`config.mk`:
```
export PLATFORM = sky130hd
export DESIGN_NAME = timer0_shared_prescaler
export DESIGN_NICKNAME = d
export VERILOG_FILES = /design/src/include/timer0_pkg.sv /design/src/hdl/pin_sync.sv /design/src/hdl/timer0_shared_prescaler.sv
export VERILOG_INCLUDE_DIRS = /design/src /design/src/include
export SDC_FILE = /design/constraint.sdc
export NUM_CORES = 1
export LEC_CHECK = 0
export ABC_CLOCK_PERIOD_IN_PS = 3700
export BUFFER_PORTS_ARGS = -buffer_cell sky130_fd_sc_hd__buf_2
export CELL_PAD_IN_SITES_DETAIL_PLACEMENT = 2
export CELL_PAD_IN_SITES_GLOBAL_PLACEMENT = 2
export CORE_MARGIN = 2
export CORE_UTILIZATION = 40
export DETAILED_ROUTE_END_ITERATION = 16
export PLACE_DENSITY_LB_ADDON = 0.3
export SLEW_MARGIN = 5
export SYNTH_ARGS = -nofsm -noshare
export SYNTH_HDL_FRONTEND = slang
export SYNTH_SLANG_ARGS = --single-unit
```
`constraint.sdc`:
```
create_clock -name clk_sys -period 3.7 [get_ports clk_sys]
set_clock_uncertainty 0.2 [all_clocks]
set_input_delay 0.185 -clock clk_sys [delete_from_list [all_inputs] [get_ports clk_sys]]
set_output_delay 0.185 -clock clk_sys [all_outputs]
set_load 0.02 [all_outputs]
```
`src/include/timer0_params.svh`:
```
// addresses, field positions, reset values and counts of the timer block
`ifndef TIMER0_PARAMS_SVH
`define TIMER0_PARAMS_SVH

`define ADDR_TIMER_COUNT 8'h01
`define ADDR_INTERRUPT_CONTROL 8'h0b
`define ADDR_INTERRUPT_CONTROL_ALT 8'h8b
`define ADDR_OPTION_SETTINGS 8'h81
`define ADDR_PORT_A_DIRECTION 8'h85

`define RESET_TIMER_COUNT 8'h00
`define RESET_INTERRUPT_CONTROL 8'h00
`define RESET_OPTION_SETTINGS 8'hff
`define RESET_PORT_A_DIRECTION 8'h3f
`define MASK_PORT_A_DIRECTION 8'h3f
`define READ_UNMAPPED 8'h00

`define BIT_PULLUP_DISABLE 7
`define BIT_IRQ_EDGE 6
`define BIT_CLOCK_SOURCE 5
`define BIT_SOURCE_EDGE 4
`define BIT_PRESCALER_ASSIGN 3
`define BIT_RATE_HI 2
`define BIT_RATE_LO 0

`define BIT_OVERFLOW_ENABLE 5
`define BIT_OVERFLOW_FLAG 2
`define BIT_EXT_IRQ_FLAG 1

`define TIMER_MAX 8'hff
`define WRITE_INHIBIT_CYCLES 2'h2
`define PORT_A_PINS 6

`endif

```
`src/include/timer0_pkg.sv`:
```
// types shared by the timer block
package timer0_pkg;

	typedef enum logic [3:0]
	{
		phase_q1 = 4'h1,
		phase_q2 = 4'h2,
		phase_q3 = 4'h4,
		phase_q4 = 4'h8
	} phase_t;

	typedef logic [2:0] rate_t;

	typedef logic [7:0] byte_t;

endpackage : timer0_pkg

```
`src/hdl/pin_sync.sv`:
```
// three-stage pin synchroniser with agreement filter
module pin_sync
(
	input wire logic clk_sys,
	input wire logic rst_b,
	input wire logic pin,
	output logic level
);

	logic stage1;
	logic stage2;
	logic stage3;

	always_ff @(posedge clk_sys or negedge rst_b)
	begin
		if (!rst_b)
		begin
			stage1 <= 1'b0;
			stage2 <= 1'b0;
			stage3 <= 1'b0;
			level <= 1'b0;
		end
		else
		begin
			stage1 <= pin;
			stage2 <= stage1;
			stage3 <= stage2;
			// a change counts only once the last two stages agree
			if (stage2 == stage3)
				level <= stage3;
		end
	end

endmodule : pin_sync

```
`src/hdl/timer0_shared_prescaler.sv`:
```
// 8-bit timer/counter with prescaler shared with the watchdog
// Summary of operation
// external timer clock sampled after prescaler on second and fourth phase clocks
// prescaler given to watchdog: pin clock feeds the synchroniser directly
// option bit 7 set disables all pull-ups, clear uses each pin latch
// option bit 6 set: external interrupt on rising edge, clear: falling
// option bit 5 set: count pin transitions, clear: instruction clock
// option bit 4 set: count falling pin edges, clear: rising edges
// option bit 3 set: prescaler to watchdog, clear: prescaler to timer
// rate codes 000-111 give timer 1:2..1:256, watchdog 1:1..1:128
// one 8-bit counter serves as timer prescaler or watchdog postscaler
// prescaler counter has no software read or write path
// any timer count write clears prescaler while it belongs to timer
// clear-watchdog clears watchdog and prescaler while it belongs to watchdog
// assignment may change any time by writing the option register
// software sequence for moving prescaler from timer to watchdog
// software clears watchdog before moving prescaler back to timer
// option register at 81h, resets to all ones
// timer increments suppressed two instruction cycles after a count write
// count wrap from FFh to 00h sets the overflow flag
// flag cleared only by software; enable bit masks the interrupt
// timer stops during sleep so overflow cannot wake
// at most one increment per instruction cycle, after the prescaler
// watchdog ticks pass through the prescaler to the watchdog reset logic
`include "timer0_params.svh"

module timer0_shared_prescaler
(
	input wire logic clk_sys,
	input wire logic rst_b,
	input wire logic [7:0] reg_addr,
	input wire logic [7:0] reg_wdata,
	input wire logic reg_wr,
	input wire logic reg_rd,
	output logic [7:0] reg_rdata,
	input wire logic timer_ext_clock_pin,
	input wire logic ext_interrupt_pin,
	input wire logic [5:0] port_pullup_latch,
	input wire logic sleep_mode,
	input wire logic clear_watchdog,
	input wire logic watchdog_tick,
	output logic [5:0] pullup_enable,
	output logic timer_irq,
	output logic ext_irq_event,
	output logic watchdog_clear,
	output logic watchdog_postscaled_tick
);

	// timer prescale output: bit (rate) toggles, rising every 2^(rate+1) inputs
	function automatic logic prescale_tap(input logic [7:0] count, input timer0_pkg::rate_t rate);
		prescale_tap = count[rate];
	endfunction : prescale_tap

	// watchdog postscale: low (rate) bits all ones marks the last of 2^rate ticks
	function automatic logic [7:0] rate_mask(input timer0_pkg::rate_t rate);
		rate_mask = 8'((9'h001 << rate) - 9'h001);
	endfunction : rate_mask

	timer0_pkg::phase_t phase;
	timer0_pkg::phase_t next_phase;

	timer0_pkg::byte_t timer_count;
	timer0_pkg::byte_t interrupt_control;
	timer0_pkg::byte_t option_settings;
	timer0_pkg::byte_t port_a_direction;

	logic [7:0] prescaler;
	logic [1:0] write_inhibit;
	logic src_level_d;
	logic sampled_level;
	logic rise_pending;
	logic irq_src_d;

	wire logic [1:0] pin_raw;
	wire logic [1:0] pin_level;

	assign pin_raw = {ext_interrupt_pin, timer_ext_clock_pin};

	genvar gi;
	generate
		for (gi = 0; gi < 2; gi++)
		begin : g_pin
			pin_sync u_sync
			(
				.clk_sys(clk_sys),
				.rst_b(rst_b),
				.pin(pin_raw[gi]),
				.level(pin_level[gi])
			);
		end
	endgenerate

	// option and interrupt-control fields
	wire logic port_pullup_disable;
	wire logic ext_irq_edge_select;
	wire logic timer_clock_source_sel;
	wire logic timer_source_edge_sel;
	wire logic prescaler_assign;
	wire timer0_pkg::rate_t prescale_rate_field;
	wire logic timer_overflow_enable;
	wire logic timer_overflow_flag;

	assign port_pullup_disable = option_settings[`BIT_PULLUP_DISABLE];
	assign ext_irq_edge_select = option_settings[`BIT_IRQ_EDGE];
	assign timer_clock_source_sel = option_settings[`BIT_CLOCK_SOURCE];
	assign timer_source_edge_sel = option_settings[`BIT_SOURCE_EDGE];
	assign prescaler_assign = option_settings[`BIT_PRESCALER_ASSIGN];
	assign prescale_rate_field = option_settings[`BIT_RATE_HI:`BIT_RATE_LO];
	assign timer_overflow_enable = interrupt_control[`BIT_OVERFLOW_ENABLE];
	assign timer_overflow_flag = interrupt_control[`BIT_OVERFLOW_FLAG];

	// register decode
	wire logic hit_timer;
	wire logic hit_interrupt_control;
	wire logic hit_option;
	wire logic hit_direction;
	wire logic write_timer;
	wire logic write_interrupt_control;
	wire logic write_option;
	wire logic write_direction;

	assign hit_timer = (reg_addr == `ADDR_TIMER_COUNT);
	assign hit_interrupt_control = (reg_addr == `ADDR_INTERRUPT_CONTROL)
		| (reg_addr == `ADDR_INTERRUPT_CONTROL_ALT);
	assign hit_option = (reg_addr == `ADDR_OPTION_SETTINGS);
	assign hit_direction = (reg_addr == `ADDR_PORT_A_DIRECTION);
	assign write_timer = reg_wr & hit_timer;
	assign write_interrupt_control = reg_wr & hit_interrupt_control;
	assign write_option = reg_wr & hit_option;
	assign write_direction = reg_wr & hit_direction;

	// prescaler is absent from the read map
	wire timer0_pkg::byte_t read_mux;

	assign read_mux = hit_timer ? timer_count
		: hit_interrupt_control ? interrupt_control
		: hit_option ? option_settings
		: hit_direction ? (port_a_direction & `MASK_PORT_A_DIRECTION)
		: `READ_UNMAPPED;

	// four phase clocks make one instruction cycle
	always_comb
	begin
		case (phase)
			timer0_pkg::phase_q1: next_phase = timer0_pkg::phase_q2;
			timer0_pkg::phase_q2: next_phase = timer0_pkg::phase_q3;
			timer0_pkg::phase_q3: next_phase = timer0_pkg::phase_q4;
			timer0_pkg::phase_q4: next_phase = timer0_pkg::phase_q1;
			default: next_phase = timer0_pkg::phase_q1;
		endcase
	end

	wire logic q2_strobe;
	wire logic q4_strobe;
	wire logic cycle_end;

	assign q2_strobe = (phase == timer0_pkg::phase_q2);
	assign q4_strobe = (phase == timer0_pkg::phase_q4);
	assign cycle_end = q4_strobe;

	// edge-selected external source: invert so the counted edge is always a rise
	wire logic src_level;
	wire logic src_rise;

	assign src_level = pin_level[0] ^ timer_source_edge_sel;
	assign src_rise = src_level & ~src_level_d;

	// shared prescaler input and clear
	wire logic prescaler_on_timer;
	wire logic timer_source_pulse;
	wire logic prescaler_inc;
	wire logic prescaler_clear;

	assign prescaler_on_timer = ~prescaler_assign;
	assign timer_source_pulse = timer_clock_source_sel ? src_rise : cycle_end;
	assign prescaler_inc = prescaler_on_timer ? (timer_source_pulse & ~sleep_mode)
		: watchdog_tick;
	assign prescaler_clear = (write_timer & prescaler_on_timer)
		| (clear_watchdog & prescaler_assign);

	// synchroniser input: prescaler output, or the pin itself when unassigned
	wire logic sampler_input;
	wire logic sample_strobe;
	wire logic sample_rise;

	assign sampler_input = prescaler_on_timer
		? prescale_tap(prescaler, prescale_rate_field)
		: src_level;
	assign sample_strobe = q2_strobe | q4_strobe;
	assign sample_rise = sample_strobe & sampler_input & ~sampled_level;

	// one increment request per instruction cycle
	wire logic direct_internal;
	wire logic inc_request;
	wire logic timer_increment;
	wire logic timer_wrap;

	assign direct_internal = ~timer_clock_source_sel & prescaler_assign;
	assign inc_request = direct_internal | rise_pending | sample_rise;
	assign timer_increment = cycle_end & inc_request & ~sleep_mode
		& (write_inhibit == 2'h0) & ~write_timer;
	assign timer_wrap = timer_increment & (timer_count == `TIMER_MAX);

	// watchdog postscaler output, straight through when the prescaler is elsewhere
	wire logic postscale_done;
	wire logic watchdog_out;

	assign postscale_done = ((prescaler & rate_mask(prescale_rate_field))
		== rate_mask(prescale_rate_field));
	assign watchdog_out = watchdog_tick & (prescaler_on_timer | postscale_done);

	// external interrupt edge
	wire logic irq_src;
	wire logic irq_rise;

	assign irq_src = pin_level[1] ~^ ext_irq_edge_select;
	assign irq_rise = irq_src & ~irq_src_d;

	// next register values; hardware sets win over software clears
	wire timer0_pkg::byte_t next_timer_count;
	wire timer0_pkg::byte_t next_interrupt_control;
	wire timer0_pkg::byte_t interrupt_control_set;
	wire logic [1:0] next_inhibit;
	wire logic [5:0] next_pullup;
	wire logic next_timer_irq;

	assign next_timer_count = write_timer ? reg_wdata
		: timer_increment ? 8'(timer_count + 8'h01)
		: timer_count;
	assign interrupt_control_set = 8'({timer_wrap, 2'h0} | {irq_rise, 1'h0});
	assign next_interrupt_control = (write_interrupt_control ? reg_wdata : interrupt_control)
		| interrupt_control_set;
	assign next_inhibit = write_timer ? `WRITE_INHIBIT_CYCLES
		: (cycle_end & (write_inhibit != 2'h0)) ? 2'(write_inhibit - 2'h1)
		: write_inhibit;
	assign next_pullup = port_pullup_disable ? 6'h00 : port_pullup_latch;
	assign next_timer_irq = next_interrupt_control[`BIT_OVERFLOW_FLAG]
		& next_interrupt_control[`BIT_OVERFLOW_ENABLE];

	always_ff @(posedge clk_sys or negedge rst_b)
	begin
		if (!rst_b)
			phase <= timer0_pkg::phase_q1;
		else
			phase <= next_phase;
	end

	always_ff @(posedge clk_sys or negedge rst_b)
	begin
		if (!rst_b)
		begin
			timer_count <= `RESET_TIMER_COUNT;
			interrupt_control <= `RESET_INTERRUPT_CONTROL;
			write_inhibit <= 2'h0;
		end
		else
		begin
			timer_count <= next_timer_count;
			interrupt_control <= next_interrupt_control;
			write_inhibit <= next_inhibit;
		end
	end

	always_ff @(posedge clk_sys or negedge rst_b)
	begin
		if (!rst_b)
		begin
			option_settings <= `RESET_OPTION_SETTINGS;
			port_a_direction <= `RESET_PORT_A_DIRECTION;
		end
		else
		begin
			if (write_option)
				option_settings <= reg_wdata;
			if (write_direction)
				port_a_direction <= reg_wdata & `MASK_PORT_A_DIRECTION;
		end
	end

	// the single shared counter
	always_ff @(posedge clk_sys or negedge rst_b)
	begin
		if (!rst_b)
			prescaler <= 8'h00;
		else if (prescaler_clear)
			prescaler <= 8'h00;
		else if (prescaler_inc)
			prescaler <= 8'(prescaler + 8'h01);
	end

	always_ff @(posedge clk_sys or negedge rst_b)
	begin
		if (!rst_b)
		begin
			// reset edge select inverts the low pin, so the idle source level is high
			src_level_d <= 1'b1;
			irq_src_d <= 1'b0;
		end
		else
		begin
			src_level_d <= src_level;
			irq_src_d <= irq_src;
		end
	end

	// phase-clock sampler and pending rise held to the cycle end
	always_ff @(posedge clk_sys or negedge rst_b)
	begin
		if (!rst_b)
		begin
			// matches the idle sampler input so no false count follows reset
			sampled_level <= 1'b1;
			rise_pending <= 1'b0;
		end
		else
		begin
			if (sample_strobe)
				sampled_level <= sampler_input;
			if (cycle_end)
				rise_pending <= 1'b0;
			else if (sample_rise)
				rise_pending <= 1'b1;
		end
	end

	always_ff @(posedge clk_sys or negedge rst_b)
	begin
		if (!rst_b)
		begin
			reg_rdata <= 8'h00;
			pullup_enable <= 6'h00;
			timer_irq <= 1'b0;
			ext_irq_event <= 1'b0;
			watchdog_clear <= 1'b0;
			watchdog_postscaled_tick <= 1'b0;
		end
		else
		begin
			reg_rdata <= reg_rd ? read_mux : 8'h00;
			pullup_enable <= next_pullup;
			timer_irq <= next_timer_irq;
			ext_irq_event <= irq_rise;
			watchdog_clear <= clear_watchdog;
			watchdog_postscaled_tick <= watchdog_out;
		end
	end

endmodule : timer0_shared_prescaler

```
== Word level (Yosys, flattened, before mapping) ==
Index checks and enable logic that the tools add are counted.

* Register bits after elaboration: 74

* Add/subtract/negate cells: 4
* $lt $le $gt $ge: 1
* Equal/unequal tests: 13
* Shift-type cells: 1
* Muxes and demuxes: 21
* Bitwise gates (word level): 38
* Reductions and logical operators: 6

{| class="wikitable"
|+ Operators with widths
! kind !! number
|-
| 8-bit 2-to-1 mux || 9
|-
| 8-bit == test (second input constant) || 4
|-
| 1-bit AND || 20
|-
| 8-bit by 1-bit adder with 8-bit output (second input constant) || 2
|-
| 6-bit 2-to-1 mux || 2
|-
| 4-bit one-hot mux with 3 select lines || 1
|-
| 2-bit nonzero test || 5
|-
| 8-bit AND || 1
|-
| 8-bit by 1-bit == test with 1-bit output (second input constant) || 1
|-
| 8-bit by 4-bit == test with 1-bit output (second input constant) || 1
|-
| 8-bit == test || 1
|-
| 8-bit by 3-bit bitwise OR with 8-bit output || 1
|-
| 1-bit by 3-bit << shifter with 8-bit output (first input constant) || 1
|-
| 8-bit by 1-bit subtractor with 8-bit output (second input constant) || 1
|-
| 1-bit NOT || 7
|-
| 1-bit 2-to-1 mux || 6
|-
| 1-bit bitwise OR || 6
|-
| 4-bit by 1-bit == test with 1-bit output (second input constant) || 1
|-
| 4-bit by 2-bit == test with 1-bit output (second input constant) || 1
|-
| 4-bit by 3-bit == test with 1-bit output (second input constant) || 1
|-
| 4-bit == test (second input constant) || 1
|-
| 3-bit by 4-bit less-than comparator with 1-bit output (second input constant) || 1
|-
| 2-bit 2-to-1 mux || 2
|-
| 1-bit binary-select mux with 3-bit select || 1
|-
| other kinds (6) || 7
|}

== Depth between registers and ports, before layout ==
Gate-level depths: netlist of the first run.

* Word-level depth: 14
* Depth in mapped cells: 10

== Hierarchy ==
Synthesis of the first run repeated with hierarchy kept, for this count alone.

* Cells, all modules: 310
* Area, all modules: 3527.1 um^2

{| class="wikitable"
|+ By module, submodules not included
! module !! instances !! cells each !! area each (um^2) !! sequential area each (um^2)
|-
| timer0_shared_prescaler || 1 || 300 || 3304.4 || 1672.9
|-
| pin_sync || 2 || 5 || 111.4 || 100.1
|}

== Worst setup path after synthesis of the first run ==
OpenSTA, ideal clock, no wires.

* Path kind: reg2reg
* Start: reg option_settings[2]
* End: reg watchdog_postscaled_tick
* Library setup time: 0.065 ns
* Data arrival time: 2.187 ns
* Path slack: 1.248 ns
* Cell stages (with the launch flop): 11
* Path buffers: 2
* Cell sequence: dfstp_2 buf_1 nor3_1 inv_1 ha_1 buf_1 xor2_1 o21ai_0 a221o_1 a221oi_1 o21a_1

* Word-level cells in the longest chain between the ends: 6

{| class="wikitable"
|+ RTL lines
! element !! RTL line !! RTL
|-
| start, declared || timer0_shared_prescaler.sv:64 || <nowiki>timer0_pkg::byte_t option_settings;</nowiki>
|-
| start signal, assigned || timer0_shared_prescaler.sv:268 || <nowiki>option_settings <= `RESET_OPTION_SETTINGS;</nowiki>
|-
| start signal, assigned || timer0_shared_prescaler.sv:274 || <nowiki>option_settings <= reg_wdata;</nowiki>
|-
| 1-bit by 3-bit << shifter with 8-bit output (*) || timer0_shared_prescaler.sv:56 || <nowiki>rate_mask = 8'((9'h001 << rate) - 9'h001);</nowiki>
|-
| 8-bit by 1-bit subtractor with 8-bit output (*) || timer0_shared_prescaler.sv:56 ||
|-
| 8-bit AND || timer0_shared_prescaler.sv:208 || <nowiki>assign postscale_done = ((prescaler & rate_mask(prescale_rate_field))</nowiki>
|-
| 8-bit == test (*) || timer0_shared_prescaler.sv:209 || <nowiki>== rate_mask(prescale_rate_field));</nowiki>
|-
| 1-bit bitwise OR (*) || timer0_shared_prescaler.sv:210 || <nowiki>assign watchdog_out = watchdog_tick & (prescaler_on_timer | postscale_done);</nowiki>
|-
| 1-bit AND (*) || timer0_shared_prescaler.sv:210 ||
|-
| via watchdog_out || timer0_shared_prescaler.sv:206 || <nowiki>wire logic watchdog_out;</nowiki>
|-
| end signal, assigned || timer0_shared_prescaler.sv:344 || <nowiki>watchdog_postscaled_tick <= watchdog_out;</nowiki>
|-
| end, declared || timer0_shared_prescaler.sv:46 || <nowiki>output logic watchdog_postscaled_tick</nowiki>
|}

The timed path passes the listed nets; every way through them passes the cells marked *.
A chain may end at the register's enable or synchronous reset.

== Final worst setup path of the first run ==
* Start: reg option_settings[0]
* End: reg timer_count[7]

* Word-level cells in the longest chain between the ends: 11

{| class="wikitable"
|+ RTL lines
! element !! RTL line !! RTL
|-
| 1-bit binary-select mux with 3-bit select || timer0_shared_prescaler.sv:51 || <nowiki>prescale_tap = count[rate];</nowiki>
|-
| 1-bit 2-to-1 mux (implied by the code) || timer0_shared_prescaler.sv:51 ||
|-
| 1-bit 2-to-1 mux || timer0_shared_prescaler.sv:187 || <nowiki>? prescale_tap(prescaler, prescale_rate_field)</nowiki>
|-
| 1-bit AND (2 in series) || timer0_shared_prescaler.sv:190 || <nowiki>assign sample_rise = sample_strobe & sampler_input & ~sampled_level;</nowiki>
|-
| 1-bit bitwise OR || timer0_shared_prescaler.sv:199 || <nowiki>assign inc_request = direct_internal | rise_pending | sample_rise;</nowiki>
|-
| 1-bit AND (2 in series) || timer0_shared_prescaler.sv:200 || <nowiki>assign timer_increment = cycle_end & inc_request & ~sleep_mode</nowiki>
|-
| 1-bit AND (2 in series) || timer0_shared_prescaler.sv:201 || <nowiki>& (write_inhibit == 2'h0) & ~write_timer;</nowiki>
|-
| 2-bit nonzero test (no line) || n/a ||
|-
| end signal, assigned || timer0_shared_prescaler.sv:252 || <nowiki>timer_count <= `RESET_TIMER_COUNT;</nowiki>
|-
| end signal, assigned || timer0_shared_prescaler.sv:258 || <nowiki>timer_count <= next_timer_count;</nowiki>
|-
| end, declared || timer0_shared_prescaler.sv:62 || <nowiki>timer0_pkg::byte_t timer_count;</nowiki>
|}

Every way passes these cells. The select of a mux whose other input is x is not followed.

==> flow_summary_export.csv, run 1 <==
group,metric,value,unit
critical_path,reg2reg_depth,6,
global_routing,grtUsageTotal,23.47,%
die,core_area,0.008636,sq mm
die,die-area,0.009605,sq mm
die,rows,34,
min_path,worstHoldPathType,"in -> reg",
clock_network,ctsLongestPathBuffers,2,
global_routing,grt_pass1_vias,3222,
critical_path,r2r-start,"option_settings[0]$_DFFE_PN1P_",
finish,diodes,0,
placement,dpl.hpwl,6792,um
timing,max-slew-margin-rel,38.10,%
finish,fillers,885,
routing,detail-route-antenna-nets,0,
synth,synth_warnings,0,
synth,synth.most_common_cell,"dfrtp_1",
placement,dp_cells,463,
global_routing,grt_pass1_wl,17660,um
power,p_leak,1.879,nW
routing,wl_per_cell,20.54,um
finish,final_core_util,49.30,%
die,die_width,98.01,um
global_routing,grt_overflow,0,
synth,synth_cell_types,58,
placement,gp_congestion,0.7959,
critical_path,path_max_fanout,13,
die,die_h,98.01,um
synth,yosys-top-cells-count,"57 x dfrtp_1, 24 x mux2_2, 22 x nand2_1, 22 x nor2_1, 17 x dfstp_2",
critical_path,cp-start-kind,"register",
synth,synth_ff_type,"dfrtp_1",
synth,synthAdderAreaFrac,1.982,%
synth,synth_area_per_cell,11.26,sq um
timing,hold_viol_final,0,
placement,io_buffers,48,
outcome,outcome,"completed",
synth,synth-simple-area-share,17.63,%
clock_network,h-tree-depth,3,
routing,wl,10250,um
finish,regArea,0.001873,sq mm
finish,fin_area,0.004258,sq mm
min_path,hold_start,"reg_addr[2]",
timing,timing.fmax,353.4,MHz
finish,multiInputGateArea,0.001568,sq mm
timing,grt_setup_unrepaired,"no",
synth,synth.area.mux_share,10.19,%
critical_path,worst_setup_path_end_kind,"register",
critical_path,cp.required,3.71,ns
synth,synth_seq_cells,74,
finish,nets,421,
routing,avgViaCountPerCell,5.557,
critical_path,rrSetupSlack,0.87,ns
synth,synthTopCellsByArea,"dfrtp_1 40%, dfstp_2 13%, mux2_2 7.6%, a22oi_1 3.2%, mux2i_1 2.5%",
clock_network,cts_resized,0,
global_routing,antenna_found_initial,0,
timing,timing.final.crit_period,2.830,ns
clock_network,cts_root_buffer,"clkbuf_8",
synth,synth_xor_area_share,3.221,%
clock_network,clk_latency,0.35,ns
critical_path,crit_arrival,2.84,ns
synth,synth.cell_area,0.003535,sq mm
clock_network,clk_pin_slew,0.09,ns
timing,worst_pin_slew,0.9285,ns
power,power_density,468.5,mW/mm^2
routing,drtIter0Drc,138,
power,ir_drop,0.1995,mV
synth,synth_compound_area_share,11.33,%
routing,drc,0,
synth,synth_top_area_share,40.35,%
synth,seq_area_frac_synth,52.99,%
routing,firstDrtPassIters,4,
timing,final.period_utilization,76.48,%
synth,netlist_instances,314,
min_path,hold_path_end,"reg_rdata[7]$_DFF_PN0_",
finish,drive_above_1_share,31.20,%
critical_path,r2r_end,"timer_count[7]$_DFFE_PN0P_",
synth,synthesis.nets,349,
finish,syn_to_final_growth,20.46,%
synth,synth_edf_count,0,
critical_path,critPathKind,"reg -> reg",
synth,yosys.area.top_type,"dfrtp_1",
timing,finalSetupViolCount,0,
die,initial_utilization,40.93,%
clock_network,cts_buffers,9,
timing,final.setup.tns,0,ns
clock_network,cts_tree,"built",
critical_path,crit_start,"option_settings[0]$_DFFE_PN1P_",
job,maxCapViolations,0,
global_routing,grt_max_degree,75,
finish,fin_cells,499,
power,finalPower,1.995,mW
routing,route.vias.total,2773,
min_path,whs_path_depth,3,
synth,synth_top_family_by_area,"simple AND/OR/NAND/NOR gates",
die,ios,49,
synth,async_reset_ff_share,100.0,%
placement,dpl_cell_area,0.003890,sq mm
timing,maxSlewViolCount,0,
clock_network,clkSinkCount,74,
## sequential cells by signal, indices dropped and copies added, names as in the netlist, 2 cells and up
signal / cells
g_pin.u_sync.stage2: 2
interrupt_control: 8
phase: 4
g_pin.u_sync.stage1: 2
prescaler: 8
write_inhibit: 2
port_a_direction: 6
option_settings: 8
timer_count: 8
reg_rdata: 8
pullup_enable: 6
g_pin.u_sync.level: 2
g_pin.u_sync.stage3: 2
## through the flow
| stage | hold WS (ns) | setup WS [ns] |
|---|---|---|
| 2_1_floorplan | -0.3106 | 1.248 |
| 3_3_place_gp | 0.09279 | 1.030 |
| 3_5_place_dp | 0.09508 | 0.8685 |
| 4_1_cts | 0.1249 | 0.8847 |
| 5_1_grt | 0.1416 | 0.5203 |
| 6_report | 0.1227 | 0.8702 |
## worst max-delay path, stage by stage, from the launching register on
cell,delay [ns]
dfstp_2,0.69
mux2i_1,0.14
a31o_2,0.27
a311oi_1,0.44
a41oi_1,0.34
o311ai_0,0.47
o211ai_1,0.15
## layer usage
metal	vias to the layer above	share of wire [%]	global-route usage [%]
met1	1440	43	29.80
met2	47	53	41.20
met3	13	2.3	3.221
met4	0	1.5	8.013
met5	-	0	0
li1	1273	-	-
## cells in the final DEF, fill, tap and decap left out, types with 2 or more instances in the layout
master	count
nand3_1	6
nand2b_1	3
o21ai_0	13
clkbuf_8	9
nor3_1	8
buf_2	47
xor2_1	7
nor4b_1	5
a22oi_1	15
or3_1	3
inv_1	11
or2_2	2
or4_1	2
clkinv_2	4
buf_4	5
mux2i_1	9
dfrtp_1	57
a31oi_1	2
maj3_1	2
a41o_1	2
xnor2_1	6
and3_2	2
nand2_1	22
nor2b_1	7
nor2_1	22
mux2_2	24
dfstp_2	17
clkinvlp_4	2
and2_1	9
o211ai_1	4
nand4_1	7
dlygate4sd3_1	20
a21oi_1	6
ha_1	4
## layout make-up
type	count	area share (%)
Sequential cell	74	43.99
Multi-Input combinational cell	218	36.82
Timing Repair Buffer	72	11.11
Tap cell	108	3.174
Clock buffer	9	2.909
Clock inverter	7	1.029
Inverter	11	0.9697
## logic make-up after synthesis
group,after synthesis
buffers and inverters,22
AOI/OAI and AO/OA,56
and+or+nand+nor,110
adders and majority gates,6
muxes,33
xor gates and xnor gates,13
DFF,74
## where the power goes
part | switching (mW) | internal [mW]
combinational | 0.221 | 0.180
sequential | 0.113 | 0.914
clock | 0.325 | 0.241
## repair_timing
action                    CTS  global route
hold endpoints to repair  104             0
buffers inserted            0             0
hold buffers               20             0
## how the worst max path moves through the flow
stage,end,slack [ns],cells after the start
2_1_floorplan,watchdog_postscaled_tick$_DFF_PN0_,1.25,10
3_3_place_gp,timer_count[4]$_DFFE_PN0P_,1.03,7
3_5_place_dp,timer_count[7]$_DFFE_PN0P_,0.87,6
4_1_cts,timer_count[7]$_DFFE_PN0P_,0.88,6
5_1_grt,timer_count[7]$_DFFE_PN0P_,0.52,6
6_report,timer_count[7]$_DFFE_PN0P_,0.87,6
Power figures use the tool's default switching activity.
==> run 2: changes to the inputs <==
ABC_CLOCK_PERIOD_IN_PS = 2800   (was 3700)
CORE_UTILIZATION = 37   (was 40)
clock period = 2.8 ns   (was 3.7 ns; I/O delays follow)
==> run 2 against run 1 <==
- clock power grew 69%
- wire length increased by 0.13%
- combinational power increased by 34%
- die area grew 7.8%
- sequential power rose by 32%
- cell area grew 3.4%
- total power up 43%
- non-clock buffer count is 7 higher
- fmax rose by 11%
- sequential cell count unchanged
- sequential share of layout area shrank 1.5 points
- critical path type unchanged
- critical endpoint unchanged
- highest routed layer unchanged
==> flow_summary_export.csv, run 2 (synthesis gave the netlist of run 1 again) <==
group,metric,value,unit
die,die-area,0.01035,sq mm
power,ir_drop,0.2609,mV
clock_network,ctsLongestPathBuffers,2,
clock_network,h-tree-depth,3,
clock_network,cts_tree,"built",
routing,wl_met1,4541,um
placement,io_buffers,48,
routing,wl,10260,um
critical_path,critPathKind,"reg -> reg",
global_routing,grt_max_degree,75,
routing,route.met3.wl,223,um
clock_network,cts_root_buffer,"clkbuf_8",
placement,gp_congestion,0.8521,
critical_path,cp.required,2.82,ns
routing,drc,0,
timing,grt_setup_unrepaired,"no",
routing,dr_wl_met2,5343,um
critical_path,cp-start-kind,"register",
die,die_h,101.7,um
timing,final.period_utilization,90.81,%
global_routing,antenna_found_initial,0,
placement,dpl_cell_area,0.003969,sq mm
timing,worst_slack,0.2572,ns
clock_network,cts_buffers,9,
critical_path,crit_arrival,2.56,ns
min_path,worstHoldPathType,"in -> reg",
finish,fin_cells,527,
global_routing,grt_pass1_vias,3127,
global_routing,grtUsageTotal,21.74,%
die,initial_utilization,38.25,%
clock_network,clk_latency,0.35,ns
die,core_area,0.009240,sq mm
timing,finalSetupViolCount,0,
timing,max-slew-margin-rel,36.87,%
timing,holdWs,0.1130,ns
timing,worst_pin_slew,0.9469,ns
routing,firstDrtPassIters,4,
power,finalPower,2.850,mW
power,p_leak,1.944,nW
outcome,outcome,"completed",
job,maxCapViolations,0,
global_routing,grt_pass1_wl,16830,um
finish,fin_area,0.004403,sq mm
power,power_density,647.2,mW/mm^2
global_routing,grt_overflow,0,
finish,final_cell_mix,"57 x dfrtp_1, 47 x buf_2, 24 x mux2_2",
timing,hold_viol_final,0,
timing,timing.final.crit_period,2.543,ns
timing,maxSlewViolCount,0,
routing,maxUsedRoutingLayer,"met4",
clock_network,clkSinkCount,74,
routing,detail-route-antenna-nets,0,
routing,drtIter0Drc,52,
placement,dpl.hpwl,6984,um
finish,layout_commonest_cell,"dfrtp_1",
finish,diodes,0,
critical_path,path_max_fanout,13,
critical_path,rrSetupSlack,0.26,ns
finish,syn_to_final_growth,24.57,%
routing,wl_per_cell,19.47,um
routing,route.vias.total,2803,
finish,final_core_util,47.65,%
die,rows,35,
finish,nets,428,
clock_network,clk_pin_slew,0.08,ns
timing,timing.fmax,393.3,MHz
die,ios,49,
placement,place_ws,0.1563,ns
finish,drive_above_1_share,32.66,%
timing,final.setup.tns,0,ns
placement,dp_cells,491,
routing,avgViaCountPerCell,5.319,
die,die_width,101.7,um
critical_path,worst_setup_path_end_kind,"register",
-- run 2: cell count changes in the layout (fill, tap and decap cells not counted), sizes merged --
cell / delta
buf: +7
bufinv: +2
clkbuf: +1
clkinv: -1
clkinvlp: -1
inv: -1
-- run 2: report_power, final --
group / switching, mW / internal, mW
combinational: 0.295 / 0.242
clock: 0.428 / 0.528
sequential: 0.149 / 1.21
total: 0.872 / 1.98
-- run 2: path summary, 6_finish.rpt --
path,from,end,depth (start not counted)
hold reg to reg,g_pin[1].u_sync.stage1$_DFF_PN0_,g_pin[1].u_sync.stage2$_DFF_PN0_,0
setup reg to reg,option_settings[0]$_DFFE_PN1P_,timer_count[7]$_DFFE_PN0P_,6
setup / recovery,option_settings[0]$_DFFE_PN1P_,timer_count[7]$_DFFE_PN0P_,6
min in group asynchronous,rst_b,phase[2]$_DFF_PN0_,2
max in group asynchronous,rst_b,reg_rdata[5]$_DFF_PN0_,2
hold / removal,reg_addr[7],write_inhibit[0]$_DFFE_PN0P_,4
-- run 2: critical path: stages (launching register included) --
cell	delay, ns
dfstp_2	0.69
mux2i_1	0.11
a31o_2	0.27
a311oi_2	0.33
a41oi_1	0.27
o311ai_0	0.40
o211ai_1	0.14
-- run 2: repair_timing --
action | in CTS | in global routing
buffers inserted | 0 | 0
endpoints found under the hold margin | 113 | 0
hold buffers | 20 | 0
setup endpoints to repair | 0 | 1
resized for setup | 0 | 1
-- run 2: final cells by class --
type                       instances  area (sq um)
clock buffer                      10         137.6
tap                              129         161.4
sequential                        74          1873
multi-input combinational        218          1574
clock inverter                     6         90.09
fill                             954          4837
timing repair buffer              79         525.5
inverter                          11         41.29
-- run 2: layer usage --
metal	vias to the layer above	GRT usage [%]
li1	1288	-
met1	1464	27.05
met2	38	37.30
met3	13	4.831
met4	0	7.380
met5	-	0
==> run 3: changes to the inputs <==
ABC_AREA = 1   (was unset)
CORE_UTILIZATION = 34   (was 37)
CTS_BUF_LIST = sky130_fd_sc_hd__clkbuf_16   (was unset)
==> run 3 against run 2 <==
- synthesized cell count up 30%
- fmax rose by 23%
- final cell count grew 18%
- wire length rose by 9.0%
- core utilization decreased by 3.9 points
- setup slack better by 0.47 ns
- hold slack got worse by 0.028 ns
- sequential power about the same
- total power up 12%
- first-iteration DRC count rose by 92%
- critical endpoint is now prescaler[6]$_DFFE_PN0P_
- via count grew 10%
- global-route usage fell by 0.17 points
==> flow_summary_export.csv, run 3 <==
group,metric,value,unit
outcome,outcome,"completed",
critical_path,crit_start,"reg_addr[7]",
routing,drc,0,
timing,grt_setup_unrepaired,"no",
synth,synth_edf_count,0,
global_routing,antenna_found_initial,0,
synth,synthesis.nets,444,
routing,wl,11180,um
global_routing,grtUsageTotal,21.57,%
finish,diodes,0,
die,die_width,106.1,um
timing,maxSlewViolCount,0,
finish,multiInputGateArea,0.001408,sq mm
routing,wl_per_cell,18.00,um
die,ios,49,
timing,timing.final.crit_period,2.070,ns
placement,gp_congestion,0.7807,
die,initial_utilization,34.67,%
clock_network,clk_pin_slew,0.06,ns
global_routing,grt_max_degree,75,
finish,fillers,1127,
global_routing,grt_overflow,0,
timing,max-slew-margin-rel,34.88,%
timing,final.setup.tns,0,ns
clock_network,ctsLongestPathBuffers,2,
critical_path,path_max_fanout,23,
synth,synthTopCellsByArea,"dfrtp_1 40%, dfstp_2 13%, nand2_1 9.5%, inv_1 5.7%, o21ai_0 5.6%",
synth,yosys.area.top_type,"dfrtp_1",
power,power_density,709.9,mW/mm^2
critical_path,rrSetupSlack,0.74,ns
synth,seq_area_frac_synth,52.80,%
synth,synth_area_per_cell,8.673,sq um
critical_path,cp-start-kind,"input port",
global_routing,top_usage_layer,"met2",
critical_path,r2r-start,"option_settings[4]$_DFFE_PN1P_",
timing,holdWs,0.08460,ns
synth,synth_top_area_share,40.21,%
routing,firstDrtPassIters,4,
timing,finalSetupViolCount,0,
finish,nets,515,
die,die-area,0.01127,sq mm
routing,route.vias.total,3091,
synth,yosys-top-cells-count,"90 x nand2_1, 57 x dfrtp_1, 54 x inv_1, 40 x o21ai_0, 30 x nand3_1",
die,core_area,0.01023,sq mm
synth,async_reset_ff_share,100.0,%
timing,worst_pin_slew,0.9768,ns
die,rows,37,
critical_path,reg2reg_depth,8,
clock_network,clkSinkCount,74,
synth,synth.most_common_cell,"nand2_1",
global_routing,grt_util_met1,26.95,%
global_routing,grt_pass1_vias,3536,
min_path,worstHoldPathType,"in -> reg",
global_routing,gr-usage-met2,38.32,%
clock_network,h-tree-depth,3,
timing,timing.fmax,483.1,MHz
finish,final_cell_mix,"90 x nand2_1, 57 x dfrtp_1, 55 x inv_1",
synth,synth_ff_type,"dfrtp_1",
power,p_leak,2.179,nW
timing,hold_viol_final,0,
critical_path,r2r_end,"timer_count[6]$_DFFE_PN0P_",
finish,layout_commonest_cell,"nand2_1",
routing,drtIter0Drc,100,
clock_network,cts_tree,"built",
synth,netlist_instances,409,
placement,dpl.hpwl,7880,um
synth,synth_warnings,0,
critical_path,crit_path_end,"prescaler[6]$_DFFE_PN0P_",
finish,syn_to_final_growth,26.24,%
finish,drive_above_1_share,20.41,%
power,ir_drop,0.3373,mV
critical_path,crit_arrival,2.10,ns
placement,io_buffers,48,
routing,detail-route-antenna-nets,0,
global_routing,grt_pass1_wl,18610,um
critical_path,worst_setup_path_end_kind,"register",
routing,avgViaCountPerCell,4.977,
clock_network,clk_latency,0.34,ns
timing,final.period_utilization,73.93,%
synth,synth_cell_types,34,
finish,regArea,0.001873,sq mm
synth,synth.cell_area,0.003547,sq mm
die,die_h,106.1,um
clock_network,cts_root_buffer,"clkbuf_16",
job,maxCapViolations,0,
clock_network,cts_resized,0,
clock_network,cts_buffers,9,
global_routing,met3_usage,3.188,%
synth,synth_seq_cells,74,
critical_path,critPathKind,"in -> reg",
critical_path,cp.required,2.82,ns
==> run 3: changes by cell type after synthesis, moves of 15 or more <==
cell     previous run  this run
a22oi_1            15         0
o21ai_0            13        40
nand2_1            22        90
nand3_1             6        30
mux2_2             24         0
inv_1              11        54
==> run 3: worst min-delay path by stage <==
| stage | from | endpoint | slack [ns] | cells past startpoint |
|---|---|---|---|---|
| 2_1_floorplan | rst_b | ext_irq_event$_DFF_PN0_ | -0.36 | 0 |
| 3_3_place_gp | timer_ext_clock_pin | g_pin[0].u_sync.stage1$_DFF_PN0_ | 0.05 | 1 |
| 3_5_place_dp | ext_interrupt_pin | g_pin[1].u_sync.stage1$_DFF_PN0_ | 0.05 | 1 |
| 4_1_cts | sleep_mode | interrupt_control[2]$_DFF_PN0_ | 0.08 | 4 |
| 5_1_grt | sleep_mode | timer_count[1]$_DFFE_PN0P_ | 0.11 | 4 |
| 6_report | sleep_mode | interrupt_control[2]$_DFF_PN0_ | 0.08 | 4 |
==> run 3: timing repair <==
action | 4_1_cts | 5_1_grt
hold endpoints to repair | 102 | 0
setup buffers | 0 | 0
hold buffers | 21 | 0
==> run 3: per-layer routing <==
layer | up-vias | share of wire (%)
met3 | 13 | 2.6
li1 | 1477 | -
met2 | 43 | 52
met1 | 1558 | 44
met5 | - | 0
met4 | 0 | 1.4
==> run 3: area by class of cell <==
type / instances / share of cell area (%)
clock buffer: 9 / 5.029
clock inverter: 7 / 2.962
inverter: 57 / 4.834
multi-input combinational: 269 / 31.43
sequential: 74 / 41.83
tap: 136 / 3.800
timing repair buffer: 69 / 10.11
==> run 3: kinds of logic (layout without fill, tap and decap cells) <==
family | count (synthesis) | after routing | share of synthesized area (%)
flops | 74 | 74 | 52.80
buf+inv | 66 | 142 | 7.513
fa+ha+maj | 6 | 6 | 1.975
xor+xnor | 11 | 11 | 2.716
simple gates | 177 | 177 | 23.28
compound gates | 75 | 75 | 11.71
==> run 3: worst max-delay path, stage by stage <==
cell and delay (ns):
dlygate4sd3_1 0.54, buf_2 0.15, nor3_4 0.36, nand2_2 0.37, nand2_1 0.18, o21ai_2 0.12, inv_1 0.16, nor2_1 0.07
==> run 3: power by group <==
group	total (mW)	internal, mW	switching (mW)
sequential	1.33	1.21	0.126
combinational	0.450	0.175	0.275
clock	1.40	0.953	0.445
==> run 3: stage by stage <==
stage	instances	worst slack [ns]	utilization [%]	total power, mW	area [sq um]
after floorplan	409	0.9879	-	1.583	3547
after CTS	621	0.7213	43.77	3.206	4478
final	621	0.7299	43.77	3.179	4478
after detailed placement	584	0.6696	38.22	1.770	3910
after global routing	621	0.5684	43.77	3.338	4478
after global placement	584	0.7784	38.22	1.737	3910
